### config.mk
export PLATFORM = sky130hd
export DESIGN_NAME = adc_scan_sequencer
export DESIGN_NICKNAME = d
export VERILOG_FILES = /design/src/rtl/adc_seq_pkg.sv /design/src/rtl/adc_scan_sequencer.sv
export SDC_FILE = /design/constraint.sdc
export NUM_CORES = 1
export LEC_CHECK = 0
export ABC_AREA = 1
export BUFFER_PORTS_ARGS = -buffer_cell sky130_fd_sc_hd__buf_2
export CORE_ASPECT_RATIO = 1.25
export CORE_MARGIN = 1
export CORE_UTILIZATION = 61
export DETAILED_ROUTE_END_ITERATION = 10
export GPL_TIMING_DRIVEN = 0
export MAX_ROUTING_LAYER = met4
export PLACE_DENSITY = 0.88
export SETUP_SLACK_MARGIN = 0.4
export SLEW_MARGIN = 25
export SYNTH_ARGS = -nofsm -noshare
export SYNTH_HDL_FRONTEND = slang
export SYNTH_SLANG_ARGS = --single-unit
### constraint.sdc
create_clock -name clk -period 3.9 [get_ports clk]
set_input_delay 0.195 -clock clk [delete_from_list [all_inputs] [get_ports clk]]
set_output_delay 0.195 -clock clk [all_outputs]
set_load 0.05 [all_outputs]
### src/rtl/adc_seq_pkg.sv
// constants for the converter scan sequencer
// assumes a 40 MHz system clock and an APB master with 32-bit data
// How it works
// software clears run bit before changing mode, group and count, then sets it
// scan converts selected channels ascending, each into its own result register
// after full pass set end flag, interrupt if enabled, restart at first channel
// scanning repeats while the run bit stays set
// clearing run bit discards current conversion; results keep last values
// setting run bit again always starts at the first selected channel
// first scan channel is input 0 for group 0, input 4 for group 1
// sync delay 18 to 33 states slow, 10 to 17 states fast
// sampling follows delay: 63 states slow, 31 fast; conversion after it
// single conversion totals 259 to 274 slow, 131 to 138 fast states
// later scan conversions take exactly 256 slow or 128 fast states
// trigger enabled: run bit set one clock after trigger is sampled
// transfer enable bit routes end interrupt to controller, which clears flag
// transfer controller moves one channel result per end interrupt
// end interrupt request gated by the interrupt enable bit
// only a falling trigger edge sets run bit, and only when enabled
// cpu clears end flag by reading status then writing zero
// single mode converts once, clears run bit, sets end flag
// group bit picks 0-3 or 4-7; low bits pick channel or count
// setting run bit while running does not restart the sequence
// durations counted in clock states by speed select, slow at reset
package adc_seq_pkg;
  localparam logic [11:0] CSR_OFF    = 12'h000;
  localparam logic [11:0] TRG_OFF    = 12'h004;
  localparam logic [11:0] XFER_OFF   = 12'h008;
  localparam logic [11:0] RES_OFF    = 12'h010; // eight result words, 4 apart
  localparam logic [11:0] SAMP_OFF   = 12'h030; // mapped slot for the current channel sample; reads zero
  localparam logic [11:0] XACK_OFF   = 12'h034; // controller completion strobe
  localparam int FLAG_BIT   = 7;
  localparam int IE_BIT     = 6;
  localparam int RUN_BIT    = 5;
  localparam int SCAN_BIT   = 4;
  localparam int SPEED_BIT  = 3;
  localparam int GROUP_BIT  = 2;
  localparam int EXTERNAL_TRIGGER_ENABLE_BIT   = 7;
  localparam int XFER_BIT   = 0;
  localparam logic [7:0] CSR_RST = 8'h00;
  localparam logic [7:0] TRG_RST = 8'h7F; // reserved bits read one
  localparam logic [8:0] SYNC_MIN_SLOW = 9'd18;
  localparam logic [8:0] SYNC_MIN_FAST = 9'd10;
  localparam logic [8:0] SYNC_SPAN_SLOW = 9'd16; // 18..33
  localparam logic [8:0] SYNC_SPAN_FAST = 9'd8;  // 10..17
  localparam logic [8:0] SAMP_SLOW = 9'd63;
  localparam logic [8:0] SAMP_FAST = 9'd31;
  localparam logic [8:0] CONV_SLOW = 9'd256; // sample plus approximation
  localparam logic [8:0] CONV_FAST = 9'd128;
  // first conversion after sampling: single-mode totals minus delay and sample
  localparam logic [8:0] FIRST_CONV_SLOW = 9'd178;
  localparam logic [8:0] FIRST_CONV_FAST = 9'd90;
  typedef enum logic [1:0] {ST_IDLE, ST_SYNC, ST_SAMPLE, ST_CONVERT} seq_state_t;
endpackage

### src/rtl/adc_scan_sequencer.sv
// converter scan sequencer with APB register slave
// assumes a synchronous trigger pin source and an analog value presented per channel
//
// Our own choices: the APB register port and the register addresses.
`timescale 1ns/100ps
module adc_scan_sequencer
  import adc_seq_pkg::*;
(
  input  wire logic        clk,
  input  wire logic        sys_rst,
  input  wire logic        psel,
  input  wire logic        penable,
  input  wire logic        pwrite,
  input  wire logic [11:0] paddr,
  input  wire logic [31:0] pwdata,
  output logic             pready,
  output logic [31:0]      prdata,
  output logic             pslverr,
  input  wire logic        external_trigger_pin,
  input  wire logic [9:0]  analog_value,
  output logic [2:0]       channel_sel,
  output logic             sampling,
  output logic             conversion_end_interrupt,
  output logic             transfer_request
);
  logic [7:0]  csr_q;
  logic        external_trigger_enable_q;
  logic        xfer_en_q;
  logic        flag_read_q;
  logic [9:0]  result_q [8];
  seq_state_t  state_q;
  logic [8:0]  cnt_q;
  logic [8:0]  sync_lfsr_q;
  logic [2:0]  chan_q;
  logic        first_q;
  logic        trg_s1_q, trg_s2_q, trg_s3_q;
  logic        trig_set_q;
  logic [9:0]  samp_q;

  wire run      = csr_q[RUN_BIT];
  wire scan     = csr_q[SCAN_BIT];
  wire slow     = ~csr_q[SPEED_BIT];
  wire [2:0] first_ch = {csr_q[GROUP_BIT], csr_q[GROUP_BIT] ? 2'b00 : 2'b00};
  wire [2:0] last_ch  = {csr_q[GROUP_BIT], csr_q[1:0]};

  // address decode shared by read and write paths
  function automatic logic hit(input logic [11:0] a, input logic [11:0] off);
    return a == off;
  endfunction

  wire acc   = psel & penable;
  wire wr    = acc & pwrite;
  wire rd    = acc & ~pwrite;
  wire rd_csr = rd & hit(paddr, CSR_OFF);
  wire wr_csr = wr & hit(paddr, CSR_OFF);
  wire mapped = hit(paddr, CSR_OFF) | hit(paddr, TRG_OFF) | hit(paddr, XFER_OFF) |
                (paddr >= RES_OFF && paddr < SAMP_OFF && paddr[1:0] == 2'b00) |
                hit(paddr, SAMP_OFF) | hit(paddr, XACK_OFF);

  // zero-wait-state slave: answer in access phase at once
  always_ff @(posedge clk) begin
    if (sys_rst) begin
      pready  <= 1'b0;
      pslverr <= 1'b0;
      prdata  <= 32'h0000_0000;
    end else begin
      pready  <= psel & ~penable;
      pslverr <= psel & ~penable & ~mapped;
      prdata  <= 32'h0000_0000;
      if (psel & ~penable & ~pwrite) begin
        if (hit(paddr, CSR_OFF)) prdata <= {24'h00_0000, csr_q};
        else if (hit(paddr, TRG_OFF)) prdata <= {24'h00_0000, external_trigger_enable_q, 7'h7F};
        else if (hit(paddr, XFER_OFF)) prdata <= {31'h0000_0000, xfer_en_q};
        else if (paddr >= RES_OFF && paddr < SAMP_OFF)
          prdata <= {16'h0000, result_q[3'(paddr[5:2] - 4'h4)], 6'h00};
      end
    end
  end

  // trigger pin two-flop sync plus edge stage
  always_ff @(posedge clk) begin
    if (sys_rst) begin
      trg_s1_q <= 1'b1;
      trg_s2_q <= 1'b1;
      trg_s3_q <= 1'b1;
      trig_set_q <= 1'b0;
    end else begin
      trg_s1_q <= external_trigger_pin;
      trg_s2_q <= trg_s1_q;
      trg_s3_q <= trg_s2_q;
      trig_set_q <= external_trigger_enable_q & trg_s3_q & ~trg_s2_q;
    end
  end

  // trigger enable and transfer enable registers
  always_ff @(posedge clk) begin
    if (sys_rst) begin
      external_trigger_enable_q    <= TRG_RST[EXTERNAL_TRIGGER_ENABLE_BIT];
      xfer_en_q <= 1'b0;
      samp_q    <= 10'h000;
    end else begin
      samp_q <= analog_value;
      if (wr & hit(paddr, TRG_OFF) & pready) external_trigger_enable_q <= pwdata[EXTERNAL_TRIGGER_ENABLE_BIT];
      if (wr & hit(paddr, XFER_OFF) & pready) xfer_en_q <= pwdata[XFER_BIT];
    end
  end

  // remembers a status read with the flag set so a zero write may clear it
  always_ff @(posedge clk) begin
    if (sys_rst) flag_read_q <= 1'b0;
    else if (rd_csr & pready) flag_read_q <= csr_q[FLAG_BIT];
    else if (wr_csr & pready) flag_read_q <= 1'b0;
  end

  wire done = (state_q == ST_CONVERT) && cnt_q == 9'd1 && run;
  wire pass_end = done && (!scan || chan_q == last_ch);
  wire xack = wr & pready & hit(paddr, XACK_OFF);

  // control and status register; hardware sets win over software and transfer clears
  always_ff @(posedge clk) begin
    if (sys_rst) begin
      csr_q <= CSR_RST;
    end else begin
      if (wr_csr & pready) begin
        csr_q[6:0] <= pwdata[6:0];
        if (!pwdata[FLAG_BIT] && flag_read_q) csr_q[FLAG_BIT] <= 1'b0;
      end
      if (xack & xfer_en_q) csr_q[FLAG_BIT] <= 1'b0;
      if (trig_set_q) csr_q[RUN_BIT] <= 1'b1;
      if (pass_end && !scan) csr_q[RUN_BIT] <= 1'b0;
      if (pass_end) csr_q[FLAG_BIT] <= 1'b1;
    end
  end

  // pseudo-random sync length emulates the write-to-cycle alignment
  always_ff @(posedge clk) begin
    if (sys_rst) sync_lfsr_q <= 9'h001;
    else sync_lfsr_q <= {sync_lfsr_q[7:0], sync_lfsr_q[8] ^ sync_lfsr_q[4]};
  end

  wire [8:0] sync_len = slow ? SYNC_MIN_SLOW + (sync_lfsr_q & (SYNC_SPAN_SLOW - 9'd1))
                             : SYNC_MIN_FAST + (sync_lfsr_q & (SYNC_SPAN_FAST - 9'd1));
  wire [8:0] samp_len = slow ? SAMP_SLOW : SAMP_FAST;
  wire [8:0] conv_len = (slow ? CONV_SLOW : CONV_FAST) - samp_len;
  // first conversion is shorter so delay, sample and convert fit the single range
  wire [8:0] first_len = slow ? FIRST_CONV_SLOW : FIRST_CONV_FAST;

  // sequencer: sync, sample, convert, then next channel
  always_ff @(posedge clk) begin
    if (sys_rst) begin
      state_q <= ST_IDLE;
      cnt_q   <= 9'd0;
      chan_q  <= 3'd0;
      first_q <= 1'b0;
    end else if (!run) begin
      state_q <= ST_IDLE;
      cnt_q   <= 9'd0;
    end else begin
      case (state_q)
        ST_IDLE: begin
          state_q <= ST_SYNC;
          chan_q  <= scan ? first_ch : last_ch;
          cnt_q   <= sync_len;
          first_q <= 1'b1;
        end
        ST_SYNC: begin
          if (cnt_q <= 9'd2) begin // idle cycle counts as the first delay state
            state_q <= ST_SAMPLE;
            cnt_q   <= samp_len;
          end else cnt_q <= cnt_q - 9'd1;
        end
        ST_SAMPLE: begin
          if (cnt_q == 9'd1) begin
            state_q <= ST_CONVERT;
            cnt_q   <= first_q ? first_len : conv_len;
          end else cnt_q <= cnt_q - 9'd1;
        end
        ST_CONVERT: begin
          if (cnt_q == 9'd1) begin
            first_q <= 1'b0;
            if (scan) begin
              state_q <= ST_SAMPLE;
              cnt_q   <= samp_len;
              chan_q  <= (chan_q == last_ch) ? first_ch : chan_q + 3'd1;
            end else begin
              state_q <= ST_IDLE;
              cnt_q   <= 9'd0;
            end
          end else cnt_q <= cnt_q - 9'd1;
        end
        default: state_q <= ST_IDLE;
      endcase
    end
  end

  // results land only on completion; discarded work leaves them untouched
  genvar gi;
  generate
    for (gi = 0; gi < 8; gi++) begin : g_res
      always_ff @(posedge clk) begin
        if (sys_rst) result_q[gi] <= 10'h000;
        else if (done && chan_q == 3'(gi)) result_q[gi] <= samp_q;
      end
    end
  endgenerate

  // outward strobes and status, one request per pass
  always_ff @(posedge clk) begin
    if (sys_rst) begin
      channel_sel              <= 3'd0;
      sampling                 <= 1'b0;
      conversion_end_interrupt <= 1'b0;
      transfer_request         <= 1'b0;
    end else begin
      channel_sel <= chan_q;
      sampling    <= run && state_q == ST_SAMPLE;
      conversion_end_interrupt <= csr_q[FLAG_BIT] & csr_q[IE_BIT] & ~xfer_en_q;
      transfer_request <= pass_end & csr_q[IE_BIT] & xfer_en_q;
    end
  end

  // slow scan: after the first conversion each next sample starts at the full length
  property later_len_p;
    @(posedge clk) disable iff (sys_rst)
      (state_q == ST_CONVERT && cnt_q == 9'd1 && run && scan && slow)
      |=> (state_q == ST_SAMPLE && cnt_q == SAMP_SLOW);
  endproperty
  scan_len_a: assert property (later_len_p) else $error("scan timing wrong");

  sync_range_a: assert property (@(posedge clk) disable iff (sys_rst)
    (state_q == ST_IDLE && run) |=> (slow ? (cnt_q >= 9'd18 && cnt_q <= 9'd33)
                                           : (cnt_q >= 9'd10 && cnt_q <= 9'd17)))
    else $error("sync delay out of range");

  samp_len_a: assert property (@(posedge clk) disable iff (sys_rst)
    (state_q == ST_SYNC && cnt_q <= 9'd2 && run) |=> cnt_q == (slow ? 9'd63 : 9'd31))
    else $error("sampling length wrong");

  single_clear_a: assert property (@(posedge clk) disable iff (sys_rst)
    (pass_end && !scan) |=> !csr_q[RUN_BIT] && csr_q[FLAG_BIT])
    else $error("single mode did not stop");

  stop_idle_a: assert property (@(posedge clk) disable iff (sys_rst)
    !run |=> state_q == ST_IDLE)
    else $error("sequence kept running");

  irq_gate_a: assert property (@(posedge clk) disable iff (sys_rst)
    !csr_q[IE_BIT] |=> !conversion_end_interrupt)
    else $error("interrupt not gated");

  restart_a: assert property (@(posedge clk) disable iff (sys_rst)
    (state_q == ST_IDLE && run && scan) |=> chan_q == first_ch)
    else $error("restart not at first channel");

  trig_a: assert property (@(posedge clk) disable iff (sys_rst)
    (!external_trigger_enable_q && !(wr_csr & pready)) |=> !$rose(csr_q[RUN_BIT]))
    else $error("trigger acted while disabled");
endmodule // adc_scan_sequencer

==> impl_results.md, run 1 <==
* Die area at approximately 12000 um^2
* Fillers at about 700
* GPL Wtd Cong at 0.962
* Pins Over Slew Limit at 0
* First-pass GRT wire length at between 20 and 30 mm
* Register Area at 3860 um^2
* CP arrival at about 2900 ps
* Antenna violations before repair at 0
* IO Pins at 100
* Drt drc at 0
* Die H at 120 um
* Final setup viols at 0
* Crit. Startpoint: cnt_q[0]$_SDFF_PP0_
* Area share of the largest cell type after synthesis at about a third
* Tmin final at 2800 ps
* Routed WL at roughly 17 mm
* Leak pwr at 0.00335 uW
* Antenna cell count at 0
* 1st-pass router iterations at 7
* Vias in the first global route at 5652
* TNS Setup at 0 ps
* Worst R2R Start: cnt_q[0]$_SDFF_PP0_
* GR Util All Layers at approximately a third
* FF+latch count, synth at around 150
* Starting Density at 63.4%
* Max Buffers Root-to-Sink at 2
* Mapped cell area at 6800 um^2
* CP Capture Type: flop
* Measured slew at the worst slew-check pin at 989 ps
* Detailed Route Iter0 Violations at 574
* Clock sink count at 153
* Layout Nets at between 900 and 1000
* Post-Syn Instances at 762
* Main area contributors after synthesis: edfxtp_1 35%, dfxtp_1 21%, nor2_1 8.6%
* DP Wirelength at between 10 and 15 mm
* PortBufs at 59
* Area grow syn2layout at 18.4%
* Syn avg cell area at about 8.9 um^2
* Rel. slew slack at approximately 34%
* Netlist cell types at 36
* DIE WIDTH at 96.4 um
* Total CTS buffers at 17
* Placed cell areas at 7330 um^2
* Register area share after synthesis at a little under three fifths
* Design area at 8050 um^2
* Most frequent CP cell: nand2_1
* Vias at 5814
* Worst path max stage delay at roughly 800 ps
* Worst-path clk slew at 60 ps
* Fin. Hold Viols at 0
* Fraction of layout cells with a size suffix above 1 at between 10% and 20%
* PwrDens at 454 nW/um^2
* Pre-CTS setup slack at 1300 ps
* Multi-input logic area at 2510 um^2
* HP Class: in -> reg
* Clk_lat worst skew at 430 ps
* Final ANT Viol Nets at 0
* Row count at 42
* Clock skew after layout at 5.52 ps
* CTS H-tree lvls at 4
* Crit path max fanout at 10
* Core Footprint at around 11000 um^2
* Synth area leader: edfxtp_1
* Unrepaired setup endpoints after global routing: no
* Peak supply drop at about 0.00034 V
* R2R depth at 8
* Setup ws final at 1100 ps
* Warnings from Yosys at 0
* WL/cell at about 17 um
* Critical path's slowest cell: o21ai_1
* Status: complete, no violations
* Root buffer cell: clkbuf_16
* Hold Path Depth at 3
* Drt via density at 5.75
* Grt ovf at 0
* Largest net degree at the start of global routing at 17
* Max-Cap Viols at 0
* Hold_sp: analog_value[6]
* WS Path Type: reg -> reg
* Maximum clock rate at 0.357 GHz
* Critical Path RT at about 4000 ps
* Startpoint Class: flop
* CTS tree: built
* Crit-path cells: ha_1 -> nand2_1 -> nor2_1 -> nand2_2 -> buf_2 -> nor3_2 -> nand2_1 -> o21ai_1
* Final period utilization at 71.9%
cell families after synthesis:
kind of cell             after synthesis  share of synthesized area (%)
AO/OA/AOI/OAI                        121                           9.81
XOR/XNOR                               6                          0.773
adder cells (fa/ha/maj)               15                           2.76
buffers and inverters                113                           7.19
flip-flops                           153                           56.8
other                                  1                         0.0551
AND/OR/NAND/NOR                      353                           22.6
layout make-up:
cell class              count  share of cell area, %
clock inverters            10                   1.26
inverters                  80                   3.73
plain buffers              33                   2.35
flip-flops and latches    153                   48.0
clock buffers              22                   6.43
repair buffers             70                   5.00
multi-input cells         511                   31.2
well taps                 132                   2.05
layout by cell type (no fill, tap or decap), types with 4 or more instances in the layout:
| cell type | Yosys | final |
|---|---|---|
| ha_1 | 15 | 15 |
| inv_2 | 8 | 8 |
| nand3_1 | 46 | 46 |
| nand4_1 | 5 | 5 |
| nor2_1 | 155 | 155 |
| edfxtp_1 | 80 | 80 |
| dfxtp_1 | 73 | 73 |
| clkbuf_1 | 10 | 11 |
| conb_1 | 1 | 16 |
| inv_1 | 69 | 69 |
| a21oi_1 | 37 | 37 |
| o211ai_1 | 4 | 4 |
| o21ai_1 | 1 | 5 |
| or2_2 | 5 | 5 |
| xnor2_1 | 4 | 4 |
| a22oi_1 | 16 | 16 |
| dlygate4sd3_1 | 0 | 10 |
| nand2_1 | 115 | 115 |
| clkbuf_16 | 0 | 20 |
| buf_2 | 4 | 63 |
| o21ai_0 | 59 | 53 |
| nor3_1 | 7 | 7 |
| buf_4 | 16 | 17 |
| nand2_2 | 5 | 5 |
synth_stat cells:
| master | instances |
|---|---|
| a21o_1 | 1 |
| a21oi_1 | 37 |
| a22oi_1 | 16 |
| a31o_2 | 2 |
| a31oi_1 | 1 |
| buf_1 | 3 |
| buf_2 | 4 |
| buf_4 | 16 |
| clkbuf_1 | 10 |
| clkinv_1 | 3 |
| conb_1 | 1 |
| dfxtp_1 | 73 |
| edfxtp_1 | 80 |
| ha_1 | 15 |
| inv_1 | 69 |
| inv_2 | 8 |
| nand2_1 | 115 |
| nand2_2 | 5 |
| nand3_1 | 46 |
| nand3_2 | 2 |
| nand3_4 | 3 |
| nand3b_1 | 1 |
| nand4_1 | 5 |
| nor2_1 | 155 |
| nor2_2 | 1 |
| nor2_4 | 3 |
| nor3_1 | 7 |
| nor3_2 | 1 |
| nor3_4 | 1 |
| nor4_1 | 3 |
| o211ai_1 | 4 |
| o21ai_0 | 59 |
| o21ai_1 | 1 |
| or2_2 | 5 |
| xnor2_1 | 4 |
| xor2_1 | 2 |
registers in the layout, indices dropped and copies added (netlist names), 2 cells and up:
signal,cells
csr_q,8
samp_q,10
channel_sel,3
chan_q,3
state_q,2
prdata,16
sync_lfsr_q,9
result_q,80
cnt_q,9
power breakdown:
part	switching [uW]	leakage [uW]	total, uW	internal, uW
Clock	684	0.000303	1700	1020
Sequential	12.8	0.00142	1740	1730
Combinational	154	0.00163	214	60.3
worst max-delay path: cells and delay by family, from the launching register on:
family | cells | cell delay [ps]
and+or+nand+nor | 5 | 840
buffers and inverters | 1 | 200
adders and majority gates | 1 | 170
AOI/OAI and AO/OA | 1 | 800
DFF | 1 | 410
routing by layer:
| metal | share of wire, % | vias to the layer above | track usage (%) |
|---|---|---|---|
| met5 | 0 | - | - |
| met4 | 4.2 | 0 | 17.6 |
| met3 | 8.7 | 91 | 7.41 |
| met2 | 51 | 378 | 53.5 |
| met1 | 36 | 2636 | 35.5 |
| li1 | - | 2709 | - |
stage by stage:
stage	power, uW	instances	utilization, %	hold WS, ps
finish	3660	1011	75.1	24.7
global route	3720	1011	75.1	47.9
CTS	3640	1011	75.1	30.3
detailed placement	1970	969	68.4	380
global placement	1960	968	68.3	381
floorplan	1910	777	-	299
repair_timing:
item | in CTS | in global routing
setup buffers | 0 | 0
endpoints found under the hold margin | 10 | 0
hold buffers | 10 | 0
gates resized for setup | 0 | 0
final timing paths:
path / end / slack (ps)
min reg2reg: sync_lfsr_q[6]$_SDFF_PP0_ / 400
max reg2reg: result_q[6][8]$_SDFFCE_PN0P_ / 1100
min: samp_q[6]$_SDFF_PP0_ / 20
max: result_q[6][8]$_SDFFCE_PN0P_ / 1100
No activity file was read; power rests on OpenSTA's default activity.
==> run 2: changes to the inputs <==
--- a/config.mk
+++ b/config.mk
@@ -9,11 +9,11 @@
 export BUFFER_PORTS_ARGS = -buffer_cell sky130_fd_sc_hd__buf_2
 export CORE_ASPECT_RATIO = 1.25
 export CORE_MARGIN = 1
-export CORE_UTILIZATION = 61
+export CORE_UTILIZATION = 57
 export DETAILED_ROUTE_END_ITERATION = 10
 export GPL_TIMING_DRIVEN = 0
 export MAX_ROUTING_LAYER = met4
-export PLACE_DENSITY = 0.88
+export PLACE_DENSITY = 0.84
 export SETUP_SLACK_MARGIN = 0.4
 export SLEW_MARGIN = 25
 export SYNTH_ARGS = -nofsm -noshare
==> constraint.sdc (replaced) <==
create_clock -name clk -period 2.9 [get_ports clk]
set_input_delay 0.145 -clock clk [delete_from_list [all_inputs] [get_ports clk]]
set_output_delay 0.145 -clock clk [all_outputs]
set_load 0.05 [all_outputs]
==> impl_results.md, run 2 (synthesis results as in run 1) <==
* Worst path max stage delay at 400 ps (-400 ps)
* Dpl cells at 1002 (+3.4%)
* 1st-pass router iterations at 7 (unchanged)
* First-pass GRT wire length at 26.9 mm (-0.66%)
* Area grow syn2layout at 20.4%
* CP arrival at 2550 ps (-300 ps)
* Clock sink count at 153 (unchanged)
* Max Buffers Root-to-Sink at 2 (unchanged)
* Flop pwr share at 47.2% (-0.4 points)
* Clk_lat worst skew at 430 ps (about the same)
* Final setup viols at 0 (unchanged)
* Maximum clock rate at 0.413 GHz (+16%)
* Clock skew after layout at 13.4 ps (+7.86 ps)
* Drt via density at 5.54 (-3.6%)
* Most common cell after layout, fill and taps aside: nor2_1
* Psw at 1160 uW (+36%)
* Startpoint Class: flop
* IO Pins at 100 (unchanged)
* Clock Power Share at 46.7% (about the same)
* Rel. slew slack at 49.5% (+16 points)
* Worst-path clk slew at 60 ps (about the same)
* TNS Setup at 0 ps (unchanged)
* Max-Cap Viols at 0 (unchanged)
* GPL Wtd Cong at 0.945 (-1.7%)
* Antenna cell count at 0 (unchanged)
* Starting Density at 58.6% (-4.9 points)
* PwrDens at 605 nW/um^2 (+33%)
* GR Util All Layers at 30.2% (-2.2 points)
* Hold_ws at 9.53 ps (-15.1 ps)
* Final ANT Viol Nets at 0 (unchanged)
* Die H at 124 um (+3.4%)
* CTS tree: built
* Sw frac at 23.3% (+0.080 points)
* Register Area at 3860 um^2 (unchanged)
* DIE WIDTH at 99.7 um (+3.4%)
* Drt drc at 0 (unchanged)
* Hold Path Depth at 3 (unchanged)
* Critical Path RT at 3030 ps (-920 ps)
* Finished Layout Cells at 1050 (+3.9%)
* Worst setup endpoint: result_q[0][8]$_SDFFCE_PN0P_
* Routed WL at 17.7 mm (+1.6%)
* Combinational Power Share at 6.1% (+0.2 points)
* Critical path's slowest cell: dfxtp_1
* Leak pwr at 0.00339 uW (+1.2%)
* Fillers at 835 (+18%)
* Core Footprint at 11600 um^2 (+8.4%)
* WS Path Type: reg -> reg
* WL/cell at 16.9 um (-2.2%)
* R2R depth at 8 (unchanged)
* Detailed Route Iter0 Violations at 593 (+3.3%)
* Crit path max fanout at 7 (-3)
* Multi-input logic area at 2540 um^2 (+1.0%)
* Fraction of layout cells with a size suffix above 1 at 17.1% (+0.72 points)
* Row count at 44 (+4.8%)
* CTS H-tree lvls at 4 (unchanged)
* Reg2reg setup slack at 480 ps (-620 ps)
* Pins Over Slew Limit at 0 (unchanged)
* Cell internal pwr at 3800 uW (+35%)
* Grt ovf at 0 (unchanged)
* Largest regs: result_q: 80 flops, prdata: 16 flops, samp_q: 10 flops
* Largest net degree at the start of global routing at 17 (unchanged)
* Unrepaired setup endpoints after global routing: yes
* Crit-path cells: ha_1 -> nand2_1 -> nor2_1 -> nand2_2 -> nor3_4 -> nand2_1 -> o21ai_2 -> buf_4
* PortBufs at 59 (unchanged)
* Worst R2R Start: cnt_q[0]$_SDFF_PP0_
* Vias in the first global route at 5533 (-2.1%)
* Vias at 5820 (+0.10%)
* Measured slew at the worst slew-check pin at 758 ps (-231 ps)
* Layout Nets at 951 (+1.1%)
* Antenna violations before repair at 0 (unchanged)
* Die area at 12400 um^2 (+6.9%)
* Root buffer cell: clkbuf_16
* Peak supply drop at 0.000419 V (+23%)
* Fin. Hold Viols at 0 (unchanged)
* Final period utilization at 83.6% (+12 points)
* Number of flip-flops in the largest register at 80 (unchanged)
* Status: complete, no violations
* Most frequent CP cell: nand2_1
* Top reg by flops: result_q
* Total CTS buffers at 17 (unchanged)
* Leading cell types in the layout, fill and taps excluded: 155 x nor2_1, 115 x nand2_1, 80 x edfxtp_1
* HP Class: in -> reg
* RR Endpoint: result_q[0][8]$_SDFFCE_PN0P_
* CP Capture Type: flop
* Tmin final at 2420 ps (-380 ps)
* Crit. Startpoint: cnt_q[0]$_SDFF_PP0_
* DP Wirelength at 11.5 mm (+0.72%)
## run 2: repair_timing
item / in CTS / in global routing
pin swaps: 0 / 1
hold buffers: 12 / 1
endpoints found under the hold margin: 12 / 1
buffers inserted: 0 / 3
endpoints found under the setup margin: 19 / 42
gates resized for setup: 3 / 4
## run 2: per-layer routing
| metal | global-route usage, % | wire, um | up-vias |
|---|---|---|---|
| met4 | 17.6 | 819 | 0 |
| li1 | - | - | 2727 |
| met3 | 6.12 | 1460 | 78 |
| met1 | 31.8 | 6340 | 2679 |
| met2 | 52.7 | 9080 | 336 |
| met5 | - | 0 | - |
## run 2: how the worst min path moves through the flow
stage                     slack (ps)                 start                     to
after floorplan                  250  external_trigger_pin    trg_s1_q$_SDFF_PP1_
after global placement           330  external_trigger_pin    trg_s1_q$_SDFF_PP1_
after detailed placement         330  external_trigger_pin    trg_s1_q$_SDFF_PP1_
after CTS                        0.6       analog_value[1]   samp_q[1]$_SDFF_PP0_
after global routing              30             pwdata[4]  csr_q[4]$_SDFFE_PP0P_
final                             10             pwdata[4]  csr_q[4]$_SDFFE_PP0P_
## run 2: power groups by stage
stage | clock network [uW] | registers [uW] | logic (uW)
5_1_grt | 2390 | 2340 | 325
3_3_place_gp | 0 | 2380 | 261
4_1_cts | 2300 | 2340 | 290
6_report | 2310 | 2340 | 303
2_1_floorplan | 0 | 2380 | 178
3_5_place_dp | 0 | 2380 | 273
## run 2: final cells by class
cell class,instances,share of cell area [%]
sequential,153,47.2
multi-input combinational,511,31.0
timing repair buffer,80,5.93
clock buffer,19,5.41
inverter,80,3.67
tap,161,2.46
buffer,33,2.31
clock inverter,13,2.05
## run 2: worst max-delay path: cells and delay by family, from the launching register on
family | cells | cell delay [ps]
buffers and inverters | 1 | 280
DFF | 1 | 400
and+or+nand+nor | 5 | 910
adders and majority gates | 1 | 170
AOI/OAI and AO/OA | 1 | 370
## run 2: metrics by stage
step                      cell area (um^2)  total power, uW  utilization, %  setup WS (ps)
final                                 8190             4960            70.5            476
after global routing                  8190             5060            70.5            350
after CTS                             8130             4930            70.0            461
after detailed placement              7390             2660            63.6            302
after global placement                7350             2640            63.3           -215
after floorplan                       6860             2560               -            523
